$ cat config.mk
export PLATFORM = sky130hd
export DESIGN_NAME = isa_bus_timing_control
export DESIGN_NICKNAME = d
export VERILOG_FILES = /design/src/design/isa_bus_timing_control_pkg.sv /design/src/design/isa_bus_timing_control.sv
export VERILOG_INCLUDE_DIRS = /design/src /design/src/design
export SDC_FILE = /design/constraint.sdc
export NUM_CORES = 1
export LEC_CHECK = 0
export ABC_CLOCK_PERIOD_IN_PS = 2600
export BUFFER_PORTS_ARGS = -buffer_cell sky130_fd_sc_hd__buf_2
export CORE_MARGIN = 3
export CORE_UTILIZATION = 50
export CTS_CLUSTER_SIZE = 10
export DETAILED_ROUTE_END_ITERATION = 10
export PLACE_DENSITY = 0.81
export REMOVE_ABC_BUFFERS = 1
export SYNTH_ARGS = -nofsm -noshare
export SYNTH_HDL_FRONTEND = slang
export SYNTH_SLANG_ARGS = --single-unit
export TNS_END_PERCENT = 5
$ cat constraint.sdc
create_clock -name SYS_CLK -period 2.6 [get_ports SYS_CLK]
set_input_delay 0.26 -clock SYS_CLK [delete_from_list [all_inputs] [get_ports SYS_CLK]]
set_output_delay 0.26 -clock SYS_CLK [all_outputs]
set_load 0.005 [all_outputs]
$ cat src/design/isa_bus_timing_control_consts.svh
// Purpose: offsets, field codes, reset values and counts of the ISA timing block
// Assumes: byte address of a register is four times its index
// Notes: definitions only
`ifndef ISA_BUS_TIMING_CONTROL_CONSTS_SVH
`define ISA_BUS_TIMING_CONTROL_CONSTS_SVH

// ==========================================================
// register indices
`define IDX_TOP_OF_MEMORY 8'h48
`define IDX_HOLE_BOTTOM 8'h4a
`define IDX_HOLE_TOP 8'h4b
`define IDX_RECOVERY 8'h4c
`define IDX_DIVISOR 8'h4d
`define IDX_DECODE_CTRL 8'h60
`define IDX_STATUS 8'h61

// ==========================================================
// reset values
`define RST_TOP_OF_MEMORY 8'h01
`define RST_HOLE_BOTTOM 8'h10
`define RST_HOLE_TOP 8'h0f
`define RST_RECOVERY 8'h56
`define RST_DIVISOR 8'h40
`define RST_DECODE_CTRL 8'h00

// ==========================================================
// field codes and masks
`define RECOVERY_RD_MASK 8'h7f
`define DIV_CODE_BY4 3'h0
`define DIV_CODE_BY3 3'h1
`define DIV_LAST_BY4 2'h3
`define DIV_LAST_BY3 2'h2
`define REC_MIN_CLKS 4'h4
`define REC8_CODE0_ADD 4'h8
`define REC16_CODE0_ADD 4'h4

// ==========================================================
// address map pieces, in 64 KB units
`define BIOS_UPPER_64K 16'h000f
`define BIOS_ALIAS_4G 16'hffff
`define BIOS_ALIAS_4G_1M 16'hffef
`define ONE_MB_UNIT 8'h10

`endif

$ cat src/design/isa_bus_timing_control_pkg.sv
// Purpose: types shared by the ISA timing block
// Assumes: nothing
// Notes: field layouts of the two documented control bytes
package isa_bus_timing_control_pkg;

    // ==========================================================
    // recovery control byte
    typedef struct packed {
        logic reserved;
        logic en8;
        logic [2:0] rec8;
        logic en16;
        logic [1:0] rec16;
    } recovery_ctrl_t;

    // ==========================================================
    // clock divisor control byte
    typedef struct packed {
        logic reserved;
        logic bios_positive;
        logic coproc_en;
        logic mouse_en;
        logic isa_reset;
        logic [2:0] divisor;
    } divisor_ctrl_t;

    // ==========================================================
    // completed I/O cycle report from the ISA cycle engine
    typedef struct packed {
        logic done;
        logic wide16;
        logic subcycle;
    } io_cycle_end_t;

    typedef enum logic {
        REC_IDLE,
        REC_COUNT
    } rec_state_t;

endpackage

$ cat src/design/isa_bus_timing_control.sv
// Purpose: ISA timing and control registers of a PCI to ISA bridge, reached over APB
// Assumes: all inputs synchronous to SYS_CLK; ISA clock derived by division
// Notes: registers are 8 bits in the low byte of each APB word
`include "isa_bus_timing_control_consts.svh"
`timescale 1ns/10ps
module isa_bus_timing_control #(
    parameter int APB_ADDR_W = 12
) (
    input wire logic SYS_CLK,
    input wire logic SRST,
    input wire logic PSEL,
    input wire logic PENABLE,
    input wire logic PWRITE,
    input wire logic [APB_ADDR_W-1:0] PADDR,
    input wire logic [31:0] PWDATA,
    output logic [31:0] PRDATA,
    output logic PREADY,
    output logic PSLVERR,
    input wire isa_bus_timing_control_pkg::io_cycle_end_t IO_END,
    output logic IO_RECOVERED,
    output logic ISA_BUS_CLOCK,
    output logic ISA_RESET_OUTPUT,
    input wire logic MOUSE_OR_IRQ12_PIN,
    output logic MOUSE_IRQ,
    output logic IRQ12,
    input wire logic COPROCESSOR_ERROR_INPUT_N,
    input wire logic IGNORE_REQUEST,
    output logic IRQ13,
    output logic IGNORE_NUMERIC_ERROR_OUTPUT_N,
    input wire logic PCI_MEM_VALID,
    input wire logic [31:0] PCI_MEM_ADDR,
    output logic BIOS_CHIP_SELECT_N,
    output logic UTILITY_BUS_OUTPUT_ENABLE_N,
    output logic BIOS_POSITIVE_CLAIM,
    input wire logic ISA_MEM_VALID,
    input wire logic [31:0] ISA_MEM_ADDR,
    output logic ISA_TO_PCI
);
    import isa_bus_timing_control_pkg::*;

    // ==========================================================
    // elaboration check
    generate
        // the register index is taken from address bits 9:2, so ten bits at least
        if (APB_ADDR_W < 10 || APB_ADDR_W > 32) begin : g_bad_width
            $error("APB_ADDR_W must lie between 10 and 32");
        end
    endgenerate

    // ==========================================================
    // register storage
    logic [7:0] top_of_memory;
    logic [7:0] hole_bottom_bound;
    logic [7:0] hole_top_bound;
    logic [7:0] isa_io_recovery_control;
    logic [7:0] isa_clock_divisor_control;
    logic [7:0] decode_ctrl;
    recovery_ctrl_t rec;
    divisor_ctrl_t divc;

    assign rec = recovery_ctrl_t'(isa_io_recovery_control);
    assign divc = divisor_ctrl_t'(isa_clock_divisor_control);

    // ==========================================================
    // APB decode
    wire setup_phase = PSEL & ~PENABLE;
    wire access_done = PSEL & PENABLE & PREADY;
    wire [7:0] reg_index = PADDR[9:2];
    wire word_aligned = (PADDR[1:0] == 2'h0);
    wire high_zero = (APB_ADDR_W <= 10) ? 1'b1 : (PADDR >> 10) == '0;
    wire hit_tom = reg_index == `IDX_TOP_OF_MEMORY;
    wire hit_boh = reg_index == `IDX_HOLE_BOTTOM;
    wire hit_toh = reg_index == `IDX_HOLE_TOP;
    wire hit_rec = reg_index == `IDX_RECOVERY;
    wire hit_div = reg_index == `IDX_DIVISOR;
    wire hit_dec = reg_index == `IDX_DECODE_CTRL;
    wire hit_sts = reg_index == `IDX_STATUS;
    wire hit_any = word_aligned & high_zero & (hit_tom | hit_boh | hit_toh | hit_rec | hit_div | hit_dec | hit_sts);
    wire wr_ok = access_done & PWRITE & hit_any & word_aligned & high_zero;
    wire [7:0] wbyte = PWDATA[7:0];

    // ==========================================================
    // read mux, status shows recovery and divider state
    logic rec_busy;
    logic [3:0] rec_cnt;
    wire [7:0] status_byte = {2'h0, rec_cnt, ISA_BUS_CLOCK, rec_busy};
    wire [7:0] read_byte =
        hit_tom ? top_of_memory :
        hit_boh ? hole_bottom_bound :
        hit_toh ? hole_top_bound :
        hit_rec ? (isa_io_recovery_control & `RECOVERY_RD_MASK) :
        hit_div ? isa_clock_divisor_control :
        hit_dec ? decode_ctrl :
        hit_sts ? status_byte : 8'h00;

    // no wait state: answer prepared in setup, taken in the first access cycle
    always_ff @(posedge SYS_CLK) begin
        if (SRST) begin
            PREADY <= 1'b0;
            PSLVERR <= 1'b0;
            PRDATA <= 32'h0;
        end else begin
            PREADY <= setup_phase;
            PSLVERR <= setup_phase & ~hit_any;
            PRDATA <= (setup_phase & ~PWRITE & hit_any) ? {24'h0, read_byte} : 32'h0;
        end
    end

    // ==========================================================
    // register writes
    always_ff @(posedge SYS_CLK) begin
        if (SRST) begin
            top_of_memory <= `RST_TOP_OF_MEMORY;
            hole_bottom_bound <= `RST_HOLE_BOTTOM;
            hole_top_bound <= `RST_HOLE_TOP;
            isa_io_recovery_control <= `RST_RECOVERY;
            isa_clock_divisor_control <= `RST_DIVISOR;
            decode_ctrl <= `RST_DECODE_CTRL;
        end else if (wr_ok) begin
            if (hit_tom) top_of_memory <= wbyte;
            if (hit_boh) hole_bottom_bound <= wbyte;
            if (hit_toh) hole_top_bound <= wbyte;
            if (hit_rec) isa_io_recovery_control <= wbyte & `RECOVERY_RD_MASK;
            if (hit_div) isa_clock_divisor_control <= wbyte;
            if (hit_dec) decode_ctrl <= wbyte;
        end
    end

    // ==========================================================
    // ISA clock divider; reserved codes fall back to divide by four
    logic [1:0] div_cnt;
    wire by3 = divc.divisor == `DIV_CODE_BY3;
    wire [1:0] div_last = by3 ? `DIV_LAST_BY3 : `DIV_LAST_BY4;
    wire div_wrap = div_cnt >= div_last;
    wire [1:0] next_div_cnt = div_wrap ? 2'h0 : div_cnt + 2'h1;
    wire next_isa_clk = (next_div_cnt == 2'h0) | (~by3 & next_div_cnt == 2'h1);
    wire isa_tick = div_wrap; // one pulse per ISA clock, at its rising edge

    always_ff @(posedge SYS_CLK) begin
        if (SRST) begin
            div_cnt <= 2'h0;
            ISA_BUS_CLOCK <= 1'b0;
        end else begin
            div_cnt <= next_div_cnt;
            ISA_BUS_CLOCK <= next_isa_clk;
        end
    end

    // ==========================================================
    // recovery length from the field matching the finished cycle
    wire [3:0] add8 = (rec.rec8 == 3'h0) ? `REC8_CODE0_ADD : {1'b0, rec.rec8};
    wire [3:0] add16 = (rec.rec16 == 2'h0) ? `REC16_CODE0_ADD : {2'h0, rec.rec16};
    wire [3:0] extra8 = rec.en8 ? add8 : 4'h0;
    wire [3:0] extra16 = rec.en16 ? add16 : 4'h0;
    wire [3:0] extra = IO_END.wide16 ? extra16 : extra8;
    wire [3:0] total = `REC_MIN_CLKS + extra;
    wire counted_end = IO_END.done & ~IO_END.subcycle;

    // ==========================================================
    // recovery counter, started at command end, ticking on ISA clocks
    rec_state_t state;
    rec_state_t next_state;
    logic [3:0] next_rec_cnt;

    always_comb begin
        next_state = state;
        next_rec_cnt = rec_cnt;
        case (state)
            REC_IDLE: begin
                if (counted_end) begin
                    next_state = REC_COUNT;
                    next_rec_cnt = total;
                end
            end
            REC_COUNT: begin
                if (counted_end) begin
                    next_rec_cnt = total;
                end else if (isa_tick) begin
                    next_rec_cnt = rec_cnt - 4'h1;
                    if (rec_cnt == 4'h1) begin
                        next_state = REC_IDLE;
                    end
                end
            end
            default: begin
                next_state = REC_IDLE;
                next_rec_cnt = 4'h0;
            end
        endcase
    end

    // the engine may drop the next address latch only while recovered
    always_ff @(posedge SYS_CLK) begin
        if (SRST) begin
            state <= REC_IDLE;
            rec_cnt <= 4'h0;
            IO_RECOVERED <= 1'b1;
        end else begin
            state <= next_state;
            rec_cnt <= next_rec_cnt;
            IO_RECOVERED <= next_state == REC_IDLE;
        end
    end

    assign rec_busy = state == REC_COUNT;

    // ==========================================================
    // ISA reset, interrupt routing and coprocessor gating
    wire coprocessor_error_input_active = ~COPROCESSOR_ERROR_INPUT_N;
    wire next_irq13 = divc.coproc_en ? coprocessor_error_input_active : COPROCESSOR_ERROR_INPUT_N;
    wire next_ignore_numeric_error_output_n = ~(divc.coproc_en & coprocessor_error_input_active & IGNORE_REQUEST);

    always_ff @(posedge SYS_CLK) begin
        if (SRST) begin
            ISA_RESET_OUTPUT <= 1'b1;
            MOUSE_IRQ <= 1'b0;
            IRQ12 <= 1'b0;
            IRQ13 <= 1'b0;
            IGNORE_NUMERIC_ERROR_OUTPUT_N <= 1'b1;
        end else begin
            ISA_RESET_OUTPUT <= divc.isa_reset;
            MOUSE_IRQ <= divc.mouse_en & MOUSE_OR_IRQ12_PIN;
            IRQ12 <= ~divc.mouse_en & MOUSE_OR_IRQ12_PIN;
            IRQ13 <= next_irq13;
            IGNORE_NUMERIC_ERROR_OUTPUT_N <= next_ignore_numeric_error_output_n;
        end
    end

    // ==========================================================
    // upper BIOS decode for PCI accesses
    wire [15:0] pci_blk = PCI_MEM_ADDR[31:16];
    wire bios_hit = PCI_MEM_VALID & ((pci_blk == `BIOS_UPPER_64K) |
        (pci_blk == `BIOS_ALIAS_4G) | (pci_blk == `BIOS_ALIAS_4G_1M));
    wire force_subtractive = decode_ctrl[4];
    wire next_claim = bios_hit & divc.bios_positive & ~force_subtractive;

    always_ff @(posedge SYS_CLK) begin
        if (SRST) begin
            BIOS_CHIP_SELECT_N <= 1'b1;
            UTILITY_BUS_OUTPUT_ENABLE_N <= 1'b1;
            BIOS_POSITIVE_CLAIM <= 1'b0;
        end else begin
            BIOS_CHIP_SELECT_N <= ~bios_hit;
            UTILITY_BUS_OUTPUT_ENABLE_N <= ~bios_hit;
            BIOS_POSITIVE_CLAIM <= next_claim;
        end
    end

    // ==========================================================
    // ISA master and DMA forwarding to PCI
    wire upper_zero = ISA_MEM_ADDR[31:24] == 8'h00;
    wire [7:0] blk64k = ISA_MEM_ADDR[23:16];
    wire [4:0] tom_units = {1'b0, top_of_memory[7:4]} + 5'h1;
    wire [4:0] addr_mb = {1'b0, ISA_MEM_ADDR[23:20]};
    wire above_1m = blk64k >= `ONE_MB_UNIT;
    wire below_tom = addr_mb < tom_units;
    wire hole_on = hole_top_bound >= hole_bottom_bound;
    wire in_hole = hole_on & (blk64k >= hole_bottom_bound) & (blk64k <= hole_top_bound);
    wire low_fwd = upper_zero & above_1m & below_tom & ~in_hole;
    wire next_fwd = ISA_MEM_VALID & (~upper_zero | low_fwd);

    always_ff @(posedge SYS_CLK) begin
        if (SRST) begin
            ISA_TO_PCI <= 1'b0;
        end else begin
            ISA_TO_PCI <= next_fwd;
        end
    end

endmodule

==> impl_table.tex <==
\begin{tabular}{lr}
\hline
Metric & Value \\
\hline
\multicolumn{2}{l}{\textbf{STA}} \\
\quad Finish-stage setup viols & 0 \\
\quad Final slew viol count & 0 \\
\quad Worst-case hold slack & 0.0919 ns \\
\quad Hold Violations, Final & 0 \\
\quad Pin slew with the least headroom to its limit & 0.605 ns \\
\quad Final critical path time including I/O delays and setup & 2.14 ns \\
\quad Setup repair after global routing missed its margin & no \\
\quad Worst Clk Skew & 0.0113 ns \\
\quad Ratio of final minimum period to clock period & 82.2\% \\
\quad Slew Limit Headroom & 59.7\% \\
\quad Timing-limited maximum frequency & 468 MHz \\
\multicolumn{2}{l}{\textbf{Final layout}} \\
\quad Final nets & 732 \\
\quad Area growth from synthesis to layout & 17.0\% \\
\quad Share of cells above drive strength 1 & 21.4\% \\
\quad Diode count & 0 \\
\multicolumn{2}{l}{\textbf{Setup path}} \\
\quad Worst path bufs/invs & 1 \\
\quad Longest individual stage delay on the worst path & 0.55 ns \\
\quad CP arrival & 2.40 ns \\
\quad Largest driver fanout on the critical path & 10 \\
\quad Ordered cell list for the critical path & buf\_2, or3b\_1, a2111o\_1, a21o\_1, or3b\_1, a21oi\_1 \\
\quad Master of the slowest instance on the critical path & sky130\_fd\_sc\_hd\_\_or3b\_1 \\
\quad Kind of end point of the critical path & flop \\
\quad Crit path kind & primary input to flop \\
\quad Critical path's most frequent cell & sky130\_fd\_sc\_hd\_\_or3b\_1 \\
\quad Worst Path Required & 2.86 ns \\
\quad Setup crit start kind & primary input \\
\quad Delay-heaviest family, CP & compound AO/OA/AOI/OAI gates \\
\multicolumn{2}{l}{\textbf{Die}} \\
\quad \# IOs & 166 \\
\quad Area of the die & 9850 sq um \\
\quad Die height & 99.3 um \\
\quad Placement Rows & 33 \\
\quad Area of the core & 8340 sq um \\
\quad Die width & 99.3 um \\
\quad Initial core utilization & 52.1\% \\
\multicolumn{2}{l}{\textbf{Route}} \\
\quad Antenna Violating Nets Remaining & 0 \\
\quad Wirelength, routed & 11,000 um \\
\quad Vias per cell & 5.72 \\
\quad Detailed-routing iteration count for the pre-antenna-repair pass & 5 \\
\quad Iter 0 DRT Violations & 236 \\
\quad Final routed wire length divided by cell count & 16.0 um \\
\quad Vias post-DR & 3,938 \\
\quad Number of DRC violations after detailed routing & 0 \\
\multicolumn{2}{l}{\textbf{Logic synthesis}} \\
\quad Post-synth top area share & 34.1\% \\
\quad Synth area leader & sky130\_fd\_sc\_hd\_\_dfxtp\_1 \\
\quad Post-Synthesis Mean Instance Area & 8.91 sq um \\
\quad Synth Register Bits & 74 \\
\quad Most used standard cell by instance count after synthesis & sky130\_fd\_sc\_hd\_\_dfxtp\_1 \\
\quad Number of flops mapped to enable cells by yosys & 0 \\
\quad Post-synth cell types & 62 \\
\quad Biggest area contributors in the synthesized netlist & sky130\_fd\_sc\_hd\_\_dfxtp\_1 34\%, sky130\_fd\_sc\_hd\_\_mux2i\_1 10\%, sky130\_fd\_sc\_hd\_\_ha\_1 9.5\% \\
\quad Flip-flop cell with the highest count after synthesis & sky130\_fd\_sc\_hd\_\_dfxtp\_1 \\
\quad Share of synthesized registers carrying an async set or reset & 0\% \\
\quad Number of warnings issued by yosys & 0 \\
\quad Post-synth design cell area & 4350 sq um \\
\quad Most frequent cells after synthesis & 74 x sky130\_fd\_sc\_hd\_\_dfxtp\_1, 62 x sky130\_fd\_sc\_hd\_\_nor2\_1, 44 x sky130\_fd\_sc\_hd\_\_mux2i\_1 \\
\quad Sequential fraction of the synthesis area & 34.1\% \\
\quad Post-Synthesis Cells & 488 \\
\multicolumn{2}{l}{\textbf{Power}} \\
\quad LEAKAGE & 0.00213 uW \\
\quad Total Power Consumption & 2570 uW \\
\quad IR drop worst, VDD & 289 uV \\
\quad Logic pwr share & 11.0\% \\
\quad Net Sw Power & 613 uW \\
\quad Share of total power in sequential cells & 45.3\% \\
\quad Internal power contribution & 1960 uW \\
\quad Pwr/cell area & 506 nW/um\^{}2 \\
\quad Switching Fraction & 23.8\% \\
\quad Power share of the clock group & 43.8\% \\
\multicolumn{2}{l}{\textbf{CTS}} \\
\quad Root Driver & sky130\_fd\_sc\_hd\_\_clkbuf\_8 \\
\quad Number of levels the H-tree was split into & 3 \\
\quad Skew-Pair Late Insertion Delay & 0.35 ns \\
\quad Clock Sink Count & 74 \\
\quad Clock tree from TritonCTS & done \\
\quad CTS Hold Bufs & 0 \\
\quad Setup bufs post-CTS & 0 \\
\quad Clock Tree Buf Depth & 2 \\
\quad Reg clk slew, reported paths & 0.08 ns \\
\quad Number of buffers added by the clock tree synthesis step & 9 \\
\quad Cts repair resizes & 0 \\
\multicolumn{2}{l}{\textbf{GRT}} \\
\quad Met2 capacity usage during global routing & 36.6\% \\
\quad Maximum number of pins on one net before global-route repair & 40 \\
\quad Vias in the first global route & 3,778 \\
\quad Fraction of met3 tracks used by global routing & 4.56\% \\
\quad First-pass GRT wire length & 17,500 um \\
\quad Global-route usage over all layers & 22.2\% \\
\quad Number of antenna violations at the first check in global routing & 0 \\
\quad Global routing usage on met1 & 27.4\% \\
\quad Global-route congestion overflow total & 0 \\
\quad Global route hottest layer & met2 \\
\multicolumn{2}{l}{\textbf{Place}} \\
\quad Hpwl dp & 8510 um \\
\quad IO buf count & 85 \\
\quad Routability congestion estimate & 0.904 \\
\multicolumn{2}{l}{\textbf{Job}} \\
\quad Max-Cap Viols & 0 \\
\multicolumn{2}{l}{\textbf{Status}} \\
\quad Run status & finished, final reports clean \\
\multicolumn{2}{l}{\textbf{Worst hold path}} \\
\quad Path type of the worst min-delay path & primary input to flop \\
\hline
\end{tabular}
[through the flow]
step	TNS [ns]	instances	utilization (%)	setup slack, ns	cell area (sq um)
floorplan	-1.23	467	-	-0.176	4170
global placement	0	672	58.0	0.209	4830
detailed placement	0	672	58.0	0.129	4830
CTS	0	688	61.0	0.492	5090
global route	0	688	61.0	0.386	5090
finish	0	688	61.0	0.463	5090
[worst paths after layout]
path / slack, ns / depth (start not counted) / endpoint / from
max: 0.46 / 6 / PRDATA[6]$_SDFF_PP0_ / PADDR[5]
min: 0.09 / 2 / IGNORE_NUMERIC_ERROR_OUTPUT_N$_SDFF_PP1_ / IGNORE_REQUEST
max reg2reg: 0.54 / 8 / rec_cnt[1]$_SDFFE_PP0P_ / divc[1]$_SDFFE_PP0P_
min reg2reg: 0.48 / 1 / div_cnt[0]$_SDFF_PP0_ / div_cnt[0]$_SDFF_PP0_
[cells in the final DEF (no fill, tap or decap), drive strengths merged, types with 4 or more instances in the layout]
cell and n:
nand2b 11, a221oi 4, a2111oi 5, o21ai 12, clkbuf 12, nor2 62, conb 24, nor3b 7
a21o 5, nor3 7, a21oi 24, mux2i 44, a211o 7, and3 4, nand2 16, a22oi 6
dfxtp 74, o22ai 4, buf 100, ha 33, nand4 10, nand3 14, inv 27, nor2b 9
a211oi 4
[power by group through the flow]
stage	Combinational, uW	Sequential [uW]	Clock [uW]
CTS	280	1160	1140
finish	282	1160	1130
global route	314	1170	1200
global placement	264	1190	0
detailed placement	279	1190	0
floorplan	130	1190	0
[flip-flops by register name (all words and copies together), names as in the netlist, 2 cells and up]
register and cells:
hole_bottom_bound 8, hole_top_bound 8, rec_cnt 4, decode_ctrl 8, divc 8, isa_io_recovery_control 7
div_cnt 2, PRDATA 8, top_of_memory 8
[routing by layer]
layer	up-vias	wire [um]
li1	1899	-
met5	-	0
met1	1817	4680
met4	0	317
met2	187	5190
met3	35	855
[cell type report]
type                       count  area, sq um
clock buffer                  12          155
clock inverter                 4         97.6
fill                         727         3250
inverter                      27          101
multi-input combinational    366         2580
sequential                    74         1480
tap                          105          131
timing repair buffer         100          538
[kinds of logic (layout without fill, tap and decap cells)]
| group | count (synthesis) | in the layout | synth area share, % |
|---|---|---|---|
| AND/OR/NAND/NOR | 162 | 162 | 19.3 |
| flip-flops | 74 | 74 | 34.1 |
| AO/OA/AOI/OAI | 97 | 97 | 17.1 |
| adder cells (fa/ha/maj) | 33 | 33 | 9.50 |
| XOR/XNOR | 5 | 5 | 1.01 |
| multiplexers | 45 | 45 | 10.4 |
| buffers and inverters | 71 | 143 | 8.52 |
| other | 1 | 24 | 0.0862 |
Note: power is estimated with default switching activity, not from simulation.
